$ cat src/ppl_pkg.sv
/*
 * Package for the position probe latch: register offsets, field positions,
 * reset values and the carrier structs shared by the latch and its helpers.
 * Assumes a 32-bit AXI4-Lite register bus and a single 50 MHz clock.
 */
package ppl_pkg;

	// Register byte offsets.
	localparam logic [7:0] ADDR_CTRL    = 8'h00;
	localparam logic [7:0] ADDR_EN1     = 8'h04;
	localparam logic [7:0] ADDR_EN2     = 8'h08;
	localparam logic [7:0] ADDR_STATUS  = 8'h0C;
	localparam logic [7:0] ADDR_IRQ_ST  = 8'h10;
	localparam logic [7:0] ADDR_IRQ_MSK = 8'h14;
	localparam logic [7:0] ADDR_VAL1P   = 8'h18;
	localparam logic [7:0] ADDR_VAL1N   = 8'h1C;
	localparam logic [7:0] ADDR_VAL2P   = 8'h20;
	localparam logic [7:0] ADDR_VAL2N   = 8'h24;

	// Control register field positions.
	localparam int CTRL_CYCLE_BIT = 0;
	localparam int CTRL_EXT_BIT   = 1;
	localparam int ENABLE_BIT     = 0;

	// Status bit positions: probe one rising, falling, probe two rising, falling.
	localparam int ST_P1R = 0;
	localparam int ST_P1F = 1;
	localparam int ST_P2R = 2;
	localparam int ST_P2F = 3;
	localparam int NUM_CAP = 4;

	// Widths and reset values.
	localparam int POS_W = 32;
	localparam logic [31:0] ZERO_WORD = 32'h0000_0000;
	localparam logic [3:0]  ZERO_NIB  = 4'h0;
	localparam logic [1:0]  RESP_OKAY   = 2'h0;
	localparam logic [1:0]  RESP_SLVERR = 2'h2;

	// Synchroniser stages and the two probe lines.
	localparam int SYNC_STAGES = 3;
	localparam int NUM_PROBES  = 2;

	// Edge events of one probe.
	typedef struct packed {
		logic rise;
		logic fall;
	} ppl_edge_s;

	// Cycle control as seen by the latch logic.
	typedef struct packed {
		logic cycle;
		logic ext_enc;
		logic en1;
		logic en2;
	} ppl_ctrl_s;

	// Returns one when the address selects the given register.
	function automatic logic ppl_hit(input logic [7:0] addr, input logic [7:0] reg_addr);
		return addr[7:2] == reg_addr[7:2];
	endfunction

endpackage

$ cat src/ppl_position_latch.sv
/*
 * Position probe latch: four measured-value holders loaded on probe edges
 * during an active measurement cycle, with recorded flags, interrupts and an
 * AXI4-Lite register slave. Assumes probes are asynchronous pins and the
 * position inputs are already on aclk.
 */
// Added by the designer: the AXI4-Lite register port and the register offsets.
`timescale 1ns/10ps
// Summary of operation
// RULE_01 - Probe-one falling edge in an active cycle latches position into holder 1F.
// RULE_02 - Probe-two rising edge in an active cycle latches position into holder 2R.
// RULE_03 - Probe-two falling edge in an active cycle latches position into holder 2F.
// RULE_04 - Latched value is the external encoder position if present, else motor position.
// RULE_05 - Probe enables are honoured only while the cycle command is active.
// RULE_06 - Master re-arms a repeat measurement by toggling the enable low then high.
// RULE_07 - Only bit 0 of enable and recorded-flag words is meaningful; the code packs the four recorded flags into bits 3:0 of one status word.
// RULE_08 - Enables may arrive as mapped real-time control bits.
// RULE_09 - Recorded flags are available as mapped real-time status bits.
// RULE_10 - Probe-one rising flag sets only with cycle active, enable one, rising edge.
// RULE_11 - Probe-one rising holder loads in the same step its flag sets.
// RULE_12 - Probe-one rising flag clears when cycle command or enable drops.
// RULE_13 - Clearing the cycle command clears the whole measured-value status word.
// RULE_14 - Master may measure repeatedly in one cycle and clears it when done.
// RULE_15 - Probe-one falling flag follows the rising flag's set and clear conditions.
// RULE_16 - Probes are synchronised; capture and flag share the edge's clock cycle.
module ppl_position_latch (
	// Clock and reset.
	input  wire logic        aclk,
	input  wire logic        aresetn,
	// AXI4-Lite write address and data.
	input  wire logic [7:0]  s_axi_awaddr,
	input  wire logic        s_axi_awvalid,
	output logic             s_axi_awready,
	input  wire logic [31:0] s_axi_wdata,
	input  wire logic [3:0]  s_axi_wstrb,
	input  wire logic        s_axi_wvalid,
	output logic             s_axi_wready,
	// AXI4-Lite write response.
	output logic [1:0]       s_axi_bresp,
	output logic             s_axi_bvalid,
	input  wire logic        s_axi_bready,
	// AXI4-Lite read.
	input  wire logic [7:0]  s_axi_araddr,
	input  wire logic        s_axi_arvalid,
	output logic             s_axi_arready,
	output logic [31:0]      s_axi_rdata,
	output logic [1:0]       s_axi_rresp,
	output logic             s_axi_rvalid,
	input  wire logic        s_axi_rready,
	// Probe pins and position feedback.
	input  wire logic        probe1_pin,
	input  wire logic        probe2_pin,
	input  wire logic [31:0] motor_pos,
	input  wire logic [31:0] ext_pos,
	// Real-time mapped bits and interrupt.
	input  wire logic        rt_en1,
	input  wire logic        rt_en2,
	input  wire logic        rt_map_en,
	output logic [3:0]       rt_status,
	output logic             irq
);

	ppl_pkg::ppl_edge_s  edge1;
	ppl_pkg::ppl_edge_s  edge2;
	ppl_pkg::ppl_ctrl_s  ctl;
	logic [1:0]          ctrl_reg, ctrl_next;
	logic                en1_reg, en1_next, en2_reg, en2_next;
	logic [3:0]          rec_reg, rec_next;
	logic [3:0]          irq_st_reg, irq_st_next, irq_msk_reg, irq_msk_next;
	logic [3:0]          cap_evt;
	logic [31:0]         cap_pos;
	logic [31:0]         hold_rdata;
	logic                aw_held_reg, aw_held_next, w_held_reg, w_held_next;
	logic [7:0]          awaddr_reg, awaddr_next;
	logic [31:0]         wdata_reg, wdata_next;
	logic                bvalid_reg, bvalid_next;
	logic [1:0]          bresp_reg, bresp_next;
	logic                rvalid_reg, rvalid_next;
	logic [1:0]          rresp_reg, rresp_next;
	logic [31:0]         rdata_reg, rdata_next;
	logic                wr_go, rd_go;
	logic [1:0]          hold_sel;

	// Probe conditioners. [RULE_16]
	ppl_probe_sync u_sync1 (
		.aclk      (aclk),
		.aresetn   (aresetn),
		.probe_pin (probe1_pin),
		.edges     (edge1)
	);
	ppl_probe_sync u_sync2 (
		.aclk      (aclk),
		.aresetn   (aresetn),
		.probe_pin (probe2_pin),
		.edges     (edge2)
	);

	// Effective control; mapped real-time bits replace the register enables. [RULE_08]
	always_comb begin
		ctl.cycle   = ctrl_reg[ppl_pkg::CTRL_CYCLE_BIT];
		ctl.ext_enc = ctrl_reg[ppl_pkg::CTRL_EXT_BIT];
		ctl.en1     = rt_map_en ? rt_en1 : en1_reg;
		ctl.en2     = rt_map_en ? rt_en2 : en2_reg;
	end

	// Captured source: external encoder when fitted, else motor encoder. [RULE_04]
	assign cap_pos = ctl.ext_enc ? ext_pos : motor_pos;

	// Capture strobes: enables are looked at only during a cycle. [RULE_05] [RULE_10] [RULE_15]
	// An armed edge fires only while its flag is clear, so the master must
	// drop and raise the enable to measure the same edge again. [RULE_06]
	always_comb begin
		cap_evt = ppl_pkg::ZERO_NIB;
		if (ctl.cycle) begin
			cap_evt[ppl_pkg::ST_P1R] = ctl.en1 & edge1.rise & ~rec_reg[ppl_pkg::ST_P1R];
			cap_evt[ppl_pkg::ST_P1F] = ctl.en1 & edge1.fall & ~rec_reg[ppl_pkg::ST_P1F];
			cap_evt[ppl_pkg::ST_P2R] = ctl.en2 & edge2.rise & ~rec_reg[ppl_pkg::ST_P2R];
			cap_evt[ppl_pkg::ST_P2F] = ctl.en2 & edge2.fall & ~rec_reg[ppl_pkg::ST_P2F];
		end
	end

	// Recorded flags: cleared by cycle or enable dropping; a capture sets them. [RULE_12] [RULE_13]
	always_comb begin
		rec_next = rec_reg | cap_evt;
		if (!ctl.cycle) begin
			rec_next = ppl_pkg::ZERO_NIB;
		end else begin
			if (!ctl.en1) begin
				rec_next[ppl_pkg::ST_P1R] = 1'b0;
				rec_next[ppl_pkg::ST_P1F] = 1'b0;
			end
			if (!ctl.en2) begin
				rec_next[ppl_pkg::ST_P2R] = 1'b0;
				rec_next[ppl_pkg::ST_P2F] = 1'b0;
			end
		end
	end

	// Holders live in the small memory; writes share the capture cycle. [RULE_11] [RULE_01] [RULE_02] [RULE_03]
	ppl_hold_mem u_hold (
		.aclk    (aclk),
		.aresetn (aresetn),
		.wr_en   (cap_evt),
		.wr_data (cap_pos),
		.rd_sel  (hold_sel),
		.rd_data (hold_rdata)
	);

	// Flags reach the master as mapped real-time status bits. [RULE_09]
	assign rt_status = rec_reg;

	// Interrupt status sets on capture, clears by writing one; set wins.
	always_comb begin
		irq_st_next = irq_st_reg;
		if (wr_go && ppl_pkg::ppl_hit(awaddr_reg, ppl_pkg::ADDR_IRQ_ST)) begin
			irq_st_next = irq_st_reg & ~wdata_reg[3:0];
		end
		irq_st_next = irq_st_next | cap_evt;
	end
	assign irq = |(irq_st_reg & irq_msk_reg);

	// Write channel: address and data are taken in either order.
	assign s_axi_awready = ~aw_held_reg & ~bvalid_reg;
	assign s_axi_wready  = ~w_held_reg & ~bvalid_reg;
	assign wr_go         = aw_held_reg & w_held_reg & ~bvalid_reg;

	// Write path and control registers; only bit 0 of enable words counts. [RULE_07]
	always_comb begin
		aw_held_next = aw_held_reg;
		w_held_next  = w_held_reg;
		awaddr_next  = awaddr_reg;
		wdata_next   = wdata_reg;
		bvalid_next  = bvalid_reg;
		bresp_next   = bresp_reg;
		ctrl_next    = ctrl_reg;
		en1_next     = en1_reg;
		en2_next     = en2_reg;
		irq_msk_next = irq_msk_reg;
		if (s_axi_awvalid && s_axi_awready) begin
			aw_held_next = 1'b1;
			awaddr_next  = s_axi_awaddr;
		end
		if (s_axi_wvalid && s_axi_wready) begin
			w_held_next = 1'b1;
			wdata_next  = s_axi_wdata;
		end
		if (wr_go) begin
			aw_held_next = 1'b0;
			w_held_next  = 1'b0;
			bvalid_next  = 1'b1;
			bresp_next   = ppl_pkg::RESP_OKAY;
			if (ppl_pkg::ppl_hit(awaddr_reg, ppl_pkg::ADDR_CTRL)) begin
				ctrl_next = wdata_reg[1:0];
			end else if (ppl_pkg::ppl_hit(awaddr_reg, ppl_pkg::ADDR_EN1)) begin
				en1_next = wdata_reg[ppl_pkg::ENABLE_BIT];
			end else if (ppl_pkg::ppl_hit(awaddr_reg, ppl_pkg::ADDR_EN2)) begin
				en2_next = wdata_reg[ppl_pkg::ENABLE_BIT];
			end else if (ppl_pkg::ppl_hit(awaddr_reg, ppl_pkg::ADDR_IRQ_MSK)) begin
				irq_msk_next = wdata_reg[3:0];
			end else if (!ppl_pkg::ppl_hit(awaddr_reg, ppl_pkg::ADDR_IRQ_ST)
				&& !ppl_pkg::ppl_hit(awaddr_reg, ppl_pkg::ADDR_STATUS)
				&& (awaddr_reg < ppl_pkg::ADDR_VAL1P || awaddr_reg > ppl_pkg::ADDR_VAL2N)) begin
				bresp_next = ppl_pkg::RESP_SLVERR;
			end
		end
		if (bvalid_reg && s_axi_bready) begin
			bvalid_next = 1'b0;
		end
	end
	assign s_axi_bvalid = bvalid_reg;
	assign s_axi_bresp  = bresp_reg;

	// Read channel: the holder is picked from the incoming address, so its
	// registered word is already settled when the reply is built a cycle later.
	logic rd_pend_reg, rd_pend_next;
	logic [7:0] araddr_reg, araddr_next;
	assign s_axi_arready = ~rvalid_reg & ~rd_pend_reg;
	assign rd_go         = s_axi_arvalid & s_axi_arready;
	assign hold_sel      = 2'((araddr_next - ppl_pkg::ADDR_VAL1P) >> 2);

	// Read decode; unused bits of flag words read zero. [RULE_07]
	always_comb begin
		rd_pend_next = rd_pend_reg;
		araddr_next  = araddr_reg;
		rvalid_next  = rvalid_reg;
		rresp_next   = rresp_reg;
		rdata_next   = rdata_reg;
		if (rd_go) begin
			rd_pend_next = 1'b1;
			araddr_next  = s_axi_araddr;
		end
		if (rd_pend_reg) begin
			rd_pend_next = 1'b0;
			rvalid_next  = 1'b1;
			rresp_next   = ppl_pkg::RESP_OKAY;
			rdata_next   = ppl_pkg::ZERO_WORD;
			if (ppl_pkg::ppl_hit(araddr_reg, ppl_pkg::ADDR_CTRL)) begin
				rdata_next[1:0] = ctrl_reg;
			end else if (ppl_pkg::ppl_hit(araddr_reg, ppl_pkg::ADDR_EN1)) begin
				rdata_next[ppl_pkg::ENABLE_BIT] = en1_reg;
			end else if (ppl_pkg::ppl_hit(araddr_reg, ppl_pkg::ADDR_EN2)) begin
				rdata_next[ppl_pkg::ENABLE_BIT] = en2_reg;
			end else if (ppl_pkg::ppl_hit(araddr_reg, ppl_pkg::ADDR_STATUS)) begin
				rdata_next[3:0] = rec_reg;
			end else if (ppl_pkg::ppl_hit(araddr_reg, ppl_pkg::ADDR_IRQ_ST)) begin
				rdata_next[3:0] = irq_st_reg;
			end else if (ppl_pkg::ppl_hit(araddr_reg, ppl_pkg::ADDR_IRQ_MSK)) begin
				rdata_next[3:0] = irq_msk_reg;
			end else if (araddr_reg >= ppl_pkg::ADDR_VAL1P
				&& araddr_reg[7:2] <= ppl_pkg::ADDR_VAL2N[7:2]) begin
				rdata_next = hold_rdata;
			end else begin
				rresp_next = ppl_pkg::RESP_SLVERR;
			end
		end
		if (rvalid_reg && s_axi_rready) begin
			rvalid_next = 1'b0;
		end
	end
	assign s_axi_rvalid = rvalid_reg;
	assign s_axi_rresp  = rresp_reg;
	assign s_axi_rdata  = rdata_reg;

	// All state registers.
	always_ff @(posedge aclk) begin
		if (!aresetn) begin
			ctrl_reg    <= 2'h0;
			en1_reg     <= 1'b0;
			en2_reg     <= 1'b0;
			rec_reg     <= ppl_pkg::ZERO_NIB;
			irq_st_reg  <= ppl_pkg::ZERO_NIB;
			irq_msk_reg <= ppl_pkg::ZERO_NIB;
			aw_held_reg <= 1'b0;
			w_held_reg  <= 1'b0;
			awaddr_reg  <= 8'h00;
			wdata_reg   <= ppl_pkg::ZERO_WORD;
			bvalid_reg  <= 1'b0;
			bresp_reg   <= ppl_pkg::RESP_OKAY;
			rd_pend_reg <= 1'b0;
			araddr_reg  <= 8'h00;
			rvalid_reg  <= 1'b0;
			rresp_reg   <= ppl_pkg::RESP_OKAY;
			rdata_reg   <= ppl_pkg::ZERO_WORD;
		end else begin
			ctrl_reg    <= ctrl_next;
			en1_reg     <= en1_next;
			en2_reg     <= en2_next;
			rec_reg     <= rec_next;
			irq_st_reg  <= irq_st_next;
			irq_msk_reg <= irq_msk_next;
			aw_held_reg <= aw_held_next;
			w_held_reg  <= w_held_next;
			awaddr_reg  <= awaddr_next;
			wdata_reg   <= wdata_next;
			bvalid_reg  <= bvalid_next;
			bresp_reg   <= bresp_next;
			rd_pend_reg <= rd_pend_next;
			araddr_reg  <= araddr_next;
			rvalid_reg  <= rvalid_next;
			rresp_reg   <= rresp_next;
			rdata_reg   <= rdata_next;
		end
	end

	// Checks on the capture and flag logic.
	a_p1r_flag_set: assert property (@(posedge aclk) disable iff (!aresetn) // [RULE_10]
		$rose(rec_reg[ppl_pkg::ST_P1R]) |-> $past(ctl.cycle & ctl.en1 & edge1.rise))
		else $error("Probe one rising flag set without cause.");
	a_p1f_flag_set: assert property (@(posedge aclk) disable iff (!aresetn) // [RULE_15]
		$rose(rec_reg[ppl_pkg::ST_P1F]) |-> $past(ctl.cycle & ctl.en1 & edge1.fall))
		else $error("Probe one falling flag set without cause.");
	a_p1r_capture: assert property (@(posedge aclk) disable iff (!aresetn) // [RULE_11]
		cap_evt[ppl_pkg::ST_P1R] |=> rec_reg[ppl_pkg::ST_P1R])
		else $error("Probe one rising capture did not set its flag.");
	a_p1f_capture: assert property (@(posedge aclk) disable iff (!aresetn) // [RULE_01]
		(ctl.cycle & ctl.en1 & edge1.fall & ~rec_reg[ppl_pkg::ST_P1F]) |=>
		u_hold.mem_reg[ppl_pkg::ST_P1F] == $past(cap_pos))
		else $error("Probe one falling edge missed.");
	a_p2r_capture: assert property (@(posedge aclk) disable iff (!aresetn) // [RULE_02]
		(ctl.cycle & ctl.en2 & edge2.rise & ~rec_reg[ppl_pkg::ST_P2R]) |=> rec_reg[ppl_pkg::ST_P2R])
		else $error("Probe two rising edge missed.");
	a_p2f_capture: assert property (@(posedge aclk) disable iff (!aresetn) // [RULE_03]
		(ctl.cycle & ctl.en2 & edge2.fall & ~rec_reg[ppl_pkg::ST_P2F]) |=> rec_reg[ppl_pkg::ST_P2F])
		else $error("Probe two falling edge missed.");
	a_cycle_clear: assert property (@(posedge aclk) disable iff (!aresetn) // [RULE_13]
		!ctl.cycle |=> rec_reg == ppl_pkg::ZERO_NIB)
		else $error("Status not cleared with cycle inactive.");
	a_enable_clear: assert property (@(posedge aclk) disable iff (!aresetn) // [RULE_12]
		(ctl.cycle & !ctl.en1) |=> !rec_reg[ppl_pkg::ST_P1R] && !rec_reg[ppl_pkg::ST_P1F])
		else $error("Probe one flags not cleared on enable low.");
	a_no_cycle_cap: assert property (@(posedge aclk) disable iff (!aresetn) // [RULE_05]
		!ctl.cycle |-> cap_evt == ppl_pkg::ZERO_NIB)
		else $error("Capture outside measurement cycle.");
	a_pos_source: assert property (@(posedge aclk) disable iff (!aresetn) // [RULE_04]
		(cap_evt[ppl_pkg::ST_P2R] & ctl.ext_enc) |=>
		u_hold.mem_reg[ppl_pkg::ST_P2R] == $past(ext_pos))
		else $error("Wrong position source.");
	c_p1r_capture: cover property (@(posedge aclk) disable iff (!aresetn) cap_evt[ppl_pkg::ST_P1R]);
	c_p2f_capture: cover property (@(posedge aclk) disable iff (!aresetn) cap_evt[ppl_pkg::ST_P2F]);
	c_cycle_end: cover property (@(posedge aclk) disable iff (!aresetn)
		rec_reg != ppl_pkg::ZERO_NIB ##1 !ctl.cycle);
	c_irq: cover property (@(posedge aclk) disable iff (!aresetn) $rose(irq));

endmodule

$ cat src/ppl_probe_sync.sv
/*
 * Probe input conditioner: three-stage synchroniser and edge detector.
 * Assumes the probe pin is asynchronous to aclk; an edge counts once the
 * second and third stages agree on a new level.
 */
`timescale 1ns/10ps
module ppl_probe_sync (
	// Clock and reset.
	input  wire logic              aclk,
	input  wire logic              aresetn,
	// Probe pin and detected edges.
	input  wire logic              probe_pin,
	output ppl_pkg::ppl_edge_s     edges
);

	logic [ppl_pkg::SYNC_STAGES-1:0] sync_reg;
	logic [ppl_pkg::SYNC_STAGES-1:0] sync_next;
	logic                            level_reg;
	logic                            level_next;

	// Shift the pin in; the level follows once stages two and three agree.
	always_comb begin
		sync_next  = {sync_reg[ppl_pkg::SYNC_STAGES-2:0], probe_pin};
		level_next = level_reg;
		if (sync_reg[1] == sync_reg[2]) begin
			level_next = sync_reg[2];
		end
	end

	// Registers only; the first stage feeds nothing but the second.
	always_ff @(posedge aclk) begin
		if (!aresetn) begin
			sync_reg  <= '0;
			level_reg <= 1'b0;
		end else begin
			sync_reg  <= sync_next;
			level_reg <= level_next;
		end
	end

	// Edge pulses last one cycle, in the cycle the level is about to change. [RULE_16]
	assign edges.rise = level_next & ~level_reg;
	assign edges.fall = ~level_next & level_reg;

endmodule

$ cat src/ppl_hold_mem.sv
/*
 * Measured-value holders: four position words, each written by its own
 * capture strobe, read through a registered port.
 * Assumes strobes and data are on aclk.
 */
`timescale 1ns/10ps
module ppl_hold_mem (
	// Clock and reset.
	input  wire logic        aclk,
	input  wire logic        aresetn,
	// Capture writes.
	input  wire logic [3:0]  wr_en,
	input  wire logic [31:0] wr_data,
	// Registered read.
	input  wire logic [1:0]  rd_sel,
	output logic [31:0]      rd_data
);

	logic [31:0] mem_reg [ppl_pkg::NUM_CAP];
	logic [31:0] mem_next [ppl_pkg::NUM_CAP];
	logic [31:0] rd_reg;

	// Each holder loads independently so simultaneous edges all land.
	always_comb begin
		for (int i = 0; i < ppl_pkg::NUM_CAP; i++) begin
			mem_next[i] = wr_en[i] ? wr_data : mem_reg[i];
		end
	end

	// Holders and read register.
	always_ff @(posedge aclk) begin
		if (!aresetn) begin
			for (int i = 0; i < ppl_pkg::NUM_CAP; i++) begin
				mem_reg[i] <= ppl_pkg::ZERO_WORD;
			end
			rd_reg <= ppl_pkg::ZERO_WORD;
		end else begin
			for (int i = 0; i < ppl_pkg::NUM_CAP; i++) begin
				mem_reg[i] <= mem_next[i];
			end
			rd_reg <= mem_reg[rd_sel];
		end
	end
	assign rd_data = rd_reg;

endmodule

$ cat config.mk
export PLATFORM = sky130hd
export DESIGN_NAME = ppl_position_latch
export DESIGN_NICKNAME = d
export VERILOG_FILES = /design/src/ppl_pkg.sv /design/src/ppl_position_latch.sv /design/src/ppl_probe_sync.sv /design/src/ppl_hold_mem.sv
export SDC_FILE = /design/constraint.sdc
export NUM_CORES = 1
export LEC_CHECK = 0
export BUFFER_PORTS_ARGS = -buffer_cell sky130_fd_sc_hd__buf_4
export CAP_MARGIN = 5
export CORE_MARGIN = 2
export CORE_UTILIZATION = 25
export DETAILED_ROUTE_END_ITERATION = 16
export GPL_TIMING_DRIVEN = 0
export PLACE_DENSITY = 0.4
export SLEW_MARGIN = 25
export SYNTH_ARGS = -nofsm -noshare
export SYNTH_HDL_FRONTEND = slang
export SYNTH_SLANG_ARGS = --single-unit
$ cat constraint.sdc
create_clock -name aclk -period 2.8 [get_ports aclk]
set_input_delay 0.56 -clock aclk [delete_from_list [all_inputs] [get_ports aclk]]
set_output_delay 0.56 -clock aclk [all_outputs]
set_load 0.005 [all_outputs]
==> After elaboration in Yosys (flattened, before gate mapping) <==
Memories as Yosys holds them, arrays and structs flattened. A register that Yosys moved wholly into a read port is not among the register bits.
Cells that the tools add are included.
Widths: inputs -> output; s select.
{ "word_totals": {"ramBits": 128, "elab_cells": 161, "ff_bits": 85, "out_inout_bits": 46, "n_memories": 1, "input_bits": 128} }
{ "mem_list": {"columns": ["memory", "words", "word_bits", "read_ports", "rd_clocked_by_memory_dff", "wr", "line_no", "text"], "rows": [
  ["u_hold.mem_reg", 4, 32, 1, 1, 4, "ppl_hold_mem.sv:19", "logic [31:0] mem_reg [ppl_pkg::NUM_CAP];"]
]} }
{ "classes": {"n_bitwise": 44, "muxes": 44, "n_reduce_logical": 29, "add_sub_neg": 1, "magnitude_cmp": 4, "n_eq_ne": 16} }
{ "op_table": {"columns": ["operator", "n"], "rows": [
  ["$mux 32", 10],
  ["$mux 28", 3],
  ["$mux 31", 2],
  ["$mux 30", 1],
  ["$mux 2", 13],
  ["$eq 6x2->1 const B", 4],
  ["$eq 6x3->1 const B", 4],
  ["$mux 4", 5],
  ["$and 1x1->1", 18],
  ["$not 1->1", 17],
  ["$eq 6x1->1 const B", 2],
  ["$logic_not 6->1", 2],
  ["$reduce_and 2->1", 5],
  ["$mux 1", 9],
  ["$reduce_and 3->1", 3],
  ["$and 4x4->4", 2],
  ["$ge 8x5->1 const B", 1],
  ["$gt 8x6->1 const B", 1],
  ["$logic_and 1x1->1", 8],
  ["$lt 8x5->1 const B", 1],
  ["$mux 8", 1],
  ["$or 4x4->4", 2],
  ["$reduce_or 2->1", 4],
  ["$le 6x4->1 const B", 1],
  ["other kinds (10)", 19]
]} }

==> Longest topological paths before layout <==
{ "depth": {"depth_word": 10, "depth_mapped": 7, "mapped_depth_nobuf": 4} }

==> Cells and area by module <==
A second synthesis with hierarchy kept.
{ "unflattened": {"hier_cells": 855, "hier_area_um2": 10144.7} }
{ "modules_own_cells": {"columns": ["module", "area_each_um2", "seq_area_each_um2", "cells_each", "n_inst"], "rows": [
  ["ppl_hold_mem", 6373.6, 4484.3, 429, 1],
  ["ppl_position_latch", 3508.4, 1461.4, 400, 1],
  ["ppl_probe_sync", 131.4, 80.1, 13, 2]
]} }

==> Worst setup path before layout <==
OpenSTA, ideal clock, no wires.
{ "synth_timing": {"path_kind": "input to register", "startpoint": "input port aresetn", "endpoint": "memory u_hold.mem_reg[1][0], enable pin", "stages": 4, "arrival_ns": 1.795, "n_path_buf": 2, "path_slack_ns": 0.617, "t_required_ns": 2.412, "setup_ns": 0.388, "cell_sequence": "buf_2 inv_1 clkbuf_1 a21o_1"} }
{ "synth_rtl": {"columns": ["item", "line_no", "text"], "rows": [
  ["start: declaration", "ppl_position_latch.sv:29", "input wire logic aresetn,"],
  ["end: declaration", "ppl_hold_mem.sv:19", null]
]} }

==> qor_table.md <==
| Group | Quantity | Reported |
|:---|:---|:---|
| global routing | Via count of the first global-routing pass | 7,055 |
| layout | Number of filler instances in the final layout | 3,994 |
| timing | Number of hold violations in the final report | 0 |
| setup path | Category of cells accounting for the largest share of critical-path delay | simple AND/OR/NAND/NOR gates |
| status | Outcome | completed |
| logic synthesis | Synth Flop Type | sky130_fd_sc_hd__edfxtp_1 |
| setup path | CP Launch Type | register |
| clocking | Cell at the root of the clock tree | sky130_fd_sc_hd__clkbuf_16 |
| floorplanning | Initial Util | 25.4% |
| floorplanning | Height of the chip | 202 µm |
| timing | RSZ-0062 raised after global routing | false |
| timing | Final Skew | 11.6 ps |
| detailed routing | Detailed Routing Iterations Pass 1 | 4 |
| global routing | Maximum number of pins on one net before global-route repair | 33 |
| setup path | Critical path's slowest cell | sky130_fd_sc_hd__nor4b_1 |
| timing | Slew at the pin with the worst max-slew slack | 1030 ps |
| setup path | Setup slack of the worst register-to-register path | 430 ps |
| hold path | Worst Hold Path Cells | 2 |
| detailed routing | Number of DRC violations after detailed-routing iteration 0 | 355 |
| logic synthesis | Mapped Area | 0.00982 mm² |
| power and ir drop | Cell area power density | 656 mW/mm² |
| timing | Setup-failing EPs final | 0 |
| layout | Most frequent standard cell in the layout excluding fill and tap cells | sky130_fd_sc_hd__nor2_1 |
| logic synthesis | Cell types occupying the most area after synthesis | sky130_fd_sc_hd__edfxtp_1, sky130_fd_sc_hd__dfxtp_1, sky130_fd_sc_hd__mux2i_1, sky130_fd_sc_hd__nor2_1, sky130_fd_sc_hd__nand2b_1 |
| setup path | End of the worst register-to-register path | u_hold.mem_reg[2][27] |
| clocking | TritonCTS clock tree | built |
| setup path | Crit path buffers/inverters | 1 |
| logic synthesis | Total of warnings raised by yosys | 0 |
| clocking | Number of setup buffers added after CTS | 0 |
| layout | Area used by sequential logic in the layout | 0.00611 mm² |
| global routing | Global routing's busiest layer | met2 |
| global routing | Number of antenna violations at the first check in global routing | 0 |
| setup path | FF-to-FF path depth | 4 |
| global routing | M1 GR Usage | 20.7% |
| layout | # diodes | 0 |
| layout | Final net count | 1,141 |
| job | Reported max-cap violation count | 0 |
| floorplanning | I/O pins | 174 |
| logic synthesis | Post-synthesis register bit count | 241 |
| setup path | Data arrival at the endpoint of the critical path | 2760 ps |
| placement | Number of cells in the design after placement | 1,500 |
| layout | Area occupied by multi-input gates | 0.00341 mm² |
| clocking | H-tree lvl count | 1 |
| timing | Final critical-path share of the clock period | 84.6% |
| logic synthesis | Post-synth top area cell | sky130_fd_sc_hd__edfxtp_1 |
| clocking | Hold Buf Count CTS | 0 |
| detailed routing | Average wire per standard cell | 19.6 µm |
| detailed routing | Final routed DRC violation total | 0 |
| clocking | Number of buffers added by the clock tree synthesis step | 29 |
| timing | Max Slew Vio Count | 0 |
| layout | Layout Cells excl Fill | 1,553 |
| floorplanning | Number of placement rows | 72 |
| logic synthesis | Fraction of synthesis flops using an asynchronous set or reset pin | 0% |
| logic synthesis | Simple-Gate Fraction of Synth Area | 14.8% |
| floorplanning | Die width | 202 µm |
| timing | Relative slew margins | 31.6% |
| setup path | Nature of the critical path endpoint | register |
| clocking | CTS-repair resized insts | 0 |
| power and ir drop | Worst vdd ir | 448 µV |
| power and ir drop | Total power consumption of the routed design | 8.19 mW |
| setup path | Delay of the slowest critical-path stage | 600 ps |
| timing | Max Clock Freq | 0.422 GHz |
| logic synthesis | Unique masters post-synth | 51 |
| setup path | Data required time at the worst endpoint | 3190 ps |
| floorplanning | Core ar. | 0.0387 mm² |
| logic synthesis | Adder and majority cell fraction of the synthesized area | 0% |
| logic synthesis | Seq/Total Area, Yosys | 62.1% |
| power and ir drop | Total leakage power | 4.89 nW |
| setup path | Startpoint of the worst-slack reg-to-reg timing path | ctrl_reg[0] |
| placement | Count of input and output buffers | 136 |
| clocking | Insertion delay to the later sink of the worst-skew pair | 550 ps |
| global routing | GRT Resource Usage Total | 14.6% |
| clocking | Maximum count of clock buffers along a single path | 3 |
| setup path | Biggest fanout along the worst timing path | 10 |
| detailed routing | Via density per instance | 4.44 |
| clocking | Clock-pin transition on the worst setup and hold timing paths | 60 ps |
| setup path | Cells along the critical path | nor4b_1 > nand3_1 > clkbuf_1 > nor2_1 |
| placement | Final GP Congestion | 0.720 |
| layout | Flip-flop count of the largest register after layout | 128 |
| logic synthesis | Xor/xnor cell area share of the yosys netlist | 0% |
| logic synthesis | Dominant combinational cell family by area after synthesis | simple AND/OR/NAND/NOR gates |
| detailed routing | Wire length reported by the detailed router | 30.4 mm |
| timing | Final critical-path required period | 2370 ps |
| global routing | Grt met3 use | 2.31% |
| floorplanning | Overall die area | 0.0409 mm² |
| global routing | Met2 track utilization from global routing | 23.6% |
| logic synthesis | Top cell type's share of synthesized area | 39.1% |
| global routing | Global-route wire length before repair | 45.1 mm |
| layout | Share of post-route cells with drive strength above 1 | 23.0% |
| logic synthesis | Multiplexer area fraction after synthesis | 12.3% |
| hold path | Class of the tightest hold or removal check | input pin to register |
| hold path | Min-Delay Endpoint | s_axi_rvalid |
| logic synthesis | Compound-gate portion of the synthesized area | 7.36% |
| hold path | Worst Hold Launch | s_axi_rready |
| logic synthesis | Number of flops mapped to enable cells by yosys | 128 |
| detailed routing | Post-DRT Antenna Nets | 0 |
| detailed routing | Vias after detailed routing | 6,894 |
| logic synthesis | Average cell area after synthesis | 11.7 µm² |
| global routing | Gr ovfl total | 0 |
| logic synthesis | Post-synthesis cell count | 842 |
| clocking | TritonCTS sink count | 241 |
| setup path | Classification of the worst setup path | register to register |
| placement | Detailed placement HPWL | 20.5 mm |
| layout | Commonest cells after routing, fill and taps aside | sky130_fd_sc_hd__nor2_1, sky130_fd_sc_hd__buf_4, sky130_fd_sc_hd__edfxtp_1 |
| layout | Synthesis-to-finish area growth | 27.1% |
routing by layer:
metal / routed length [µm] / vias to the layer above
met5: 0 / -
met4: 538 / 0
met3: 1210 / 40
met2: 13800 / 160
met1: 14800 / 3358
li1: - / 3336
Yosys cell counts, types with 9 or more instances:
master / n
sky130_fd_sc_hd__edfxtp_1: 128
sky130_fd_sc_hd__and2_1: 9
sky130_fd_sc_hd__buf_2: 11
sky130_fd_sc_hd__o21ai_0: 9
sky130_fd_sc_hd__a21oi_1: 32
sky130_fd_sc_hd__nand2b_1: 34
sky130_fd_sc_hd__mux2i_1: 115
sky130_fd_sc_hd__clkbuf_1: 32
sky130_fd_sc_hd__o22ai_1: 34
sky130_fd_sc_hd__a21oi_2: 10
sky130_fd_sc_hd__nand3_2: 10
sky130_fd_sc_hd__nand3_1: 23
sky130_fd_sc_hd__nand2_1: 49
sky130_fd_sc_hd__dfxtp_1: 113
sky130_fd_sc_hd__nor2_1: 149
worst reg2reg max path: cells and delay by family, from the launching register on:
kind | cells | cell delay, ps
simple gates | 3 | 1250
flops | 1 | 500
buf+inv | 1 | 460
metrics by stage:
| stage | utilization, % | TNS [ps] | setup WS [ps] | cell area (µm²) | hold slack [ps] |
|---|---|---|---|---|---|
| after floorplan | - | 0 | 617 | 9830 | 412 |
| after global placement | 29.7 | -72910 | -591 | 11500 | 421 |
| after detailed placement | 29.9 | 0 | 129 | 11600 | 420 |
| after CTS | 32.2 | 0 | 338 | 12500 | 175 |
| after global routing | 32.2 | 0 | 148 | 12500 | 194 |
| final | 32.2 | 0 | 432 | 12500 | 204 |
power breakdown:
group	internal [mW]	total (mW)	switching (mW)
logic	0.306	0.726	0.420
clock network	2.07	3.56	1.49
registers	3.85	3.91	0.0631
final cells by class:
class | instances | share of cell area [%]
repair buffers | 139 | 8.78
clock inverters | 8 | 0.401
flip-flops and latches | 241 | 48.9
multi-input cells | 538 | 27.3
well taps | 518 | 5.19
plain buffers | 58 | 2.46
clock buffers | 45 | 6.77
inverters | 6 | 0.180
kinds of logic (layout without fill, tap and decap cells):
family / after synthesis / after routing
AOI/OAI and AO/OA: 112 / 112
buffers and inverters: 64 / 256
DFF: 241 / 241
muxes: 119 / 119
other: 1 / 2
and+or+nand+nor: 305 / 305
worst max-delay path by stage:
stage	depth (start not counted)	start	endpoint	slack, ps
2_1_floorplan	4	aresetn	u_hold.mem_reg[1][0]	620
4_1_cts	4	ctrl_reg[1]	u_hold.mem_reg[3][23]	340
5_1_grt	4	ctrl_reg[0]	u_hold.mem_reg[2][23]	150
3_3_place_gp	3	aresetn	u_hold.mem_reg[3][12]	-590
6_report	4	ctrl_reg[0]	u_hold.mem_reg[2][27]	430
3_5_place_dp	4	aresetn	u_hold.mem_reg[2][4]	130
No activity file was read; power rests on OpenSTA's default activity.
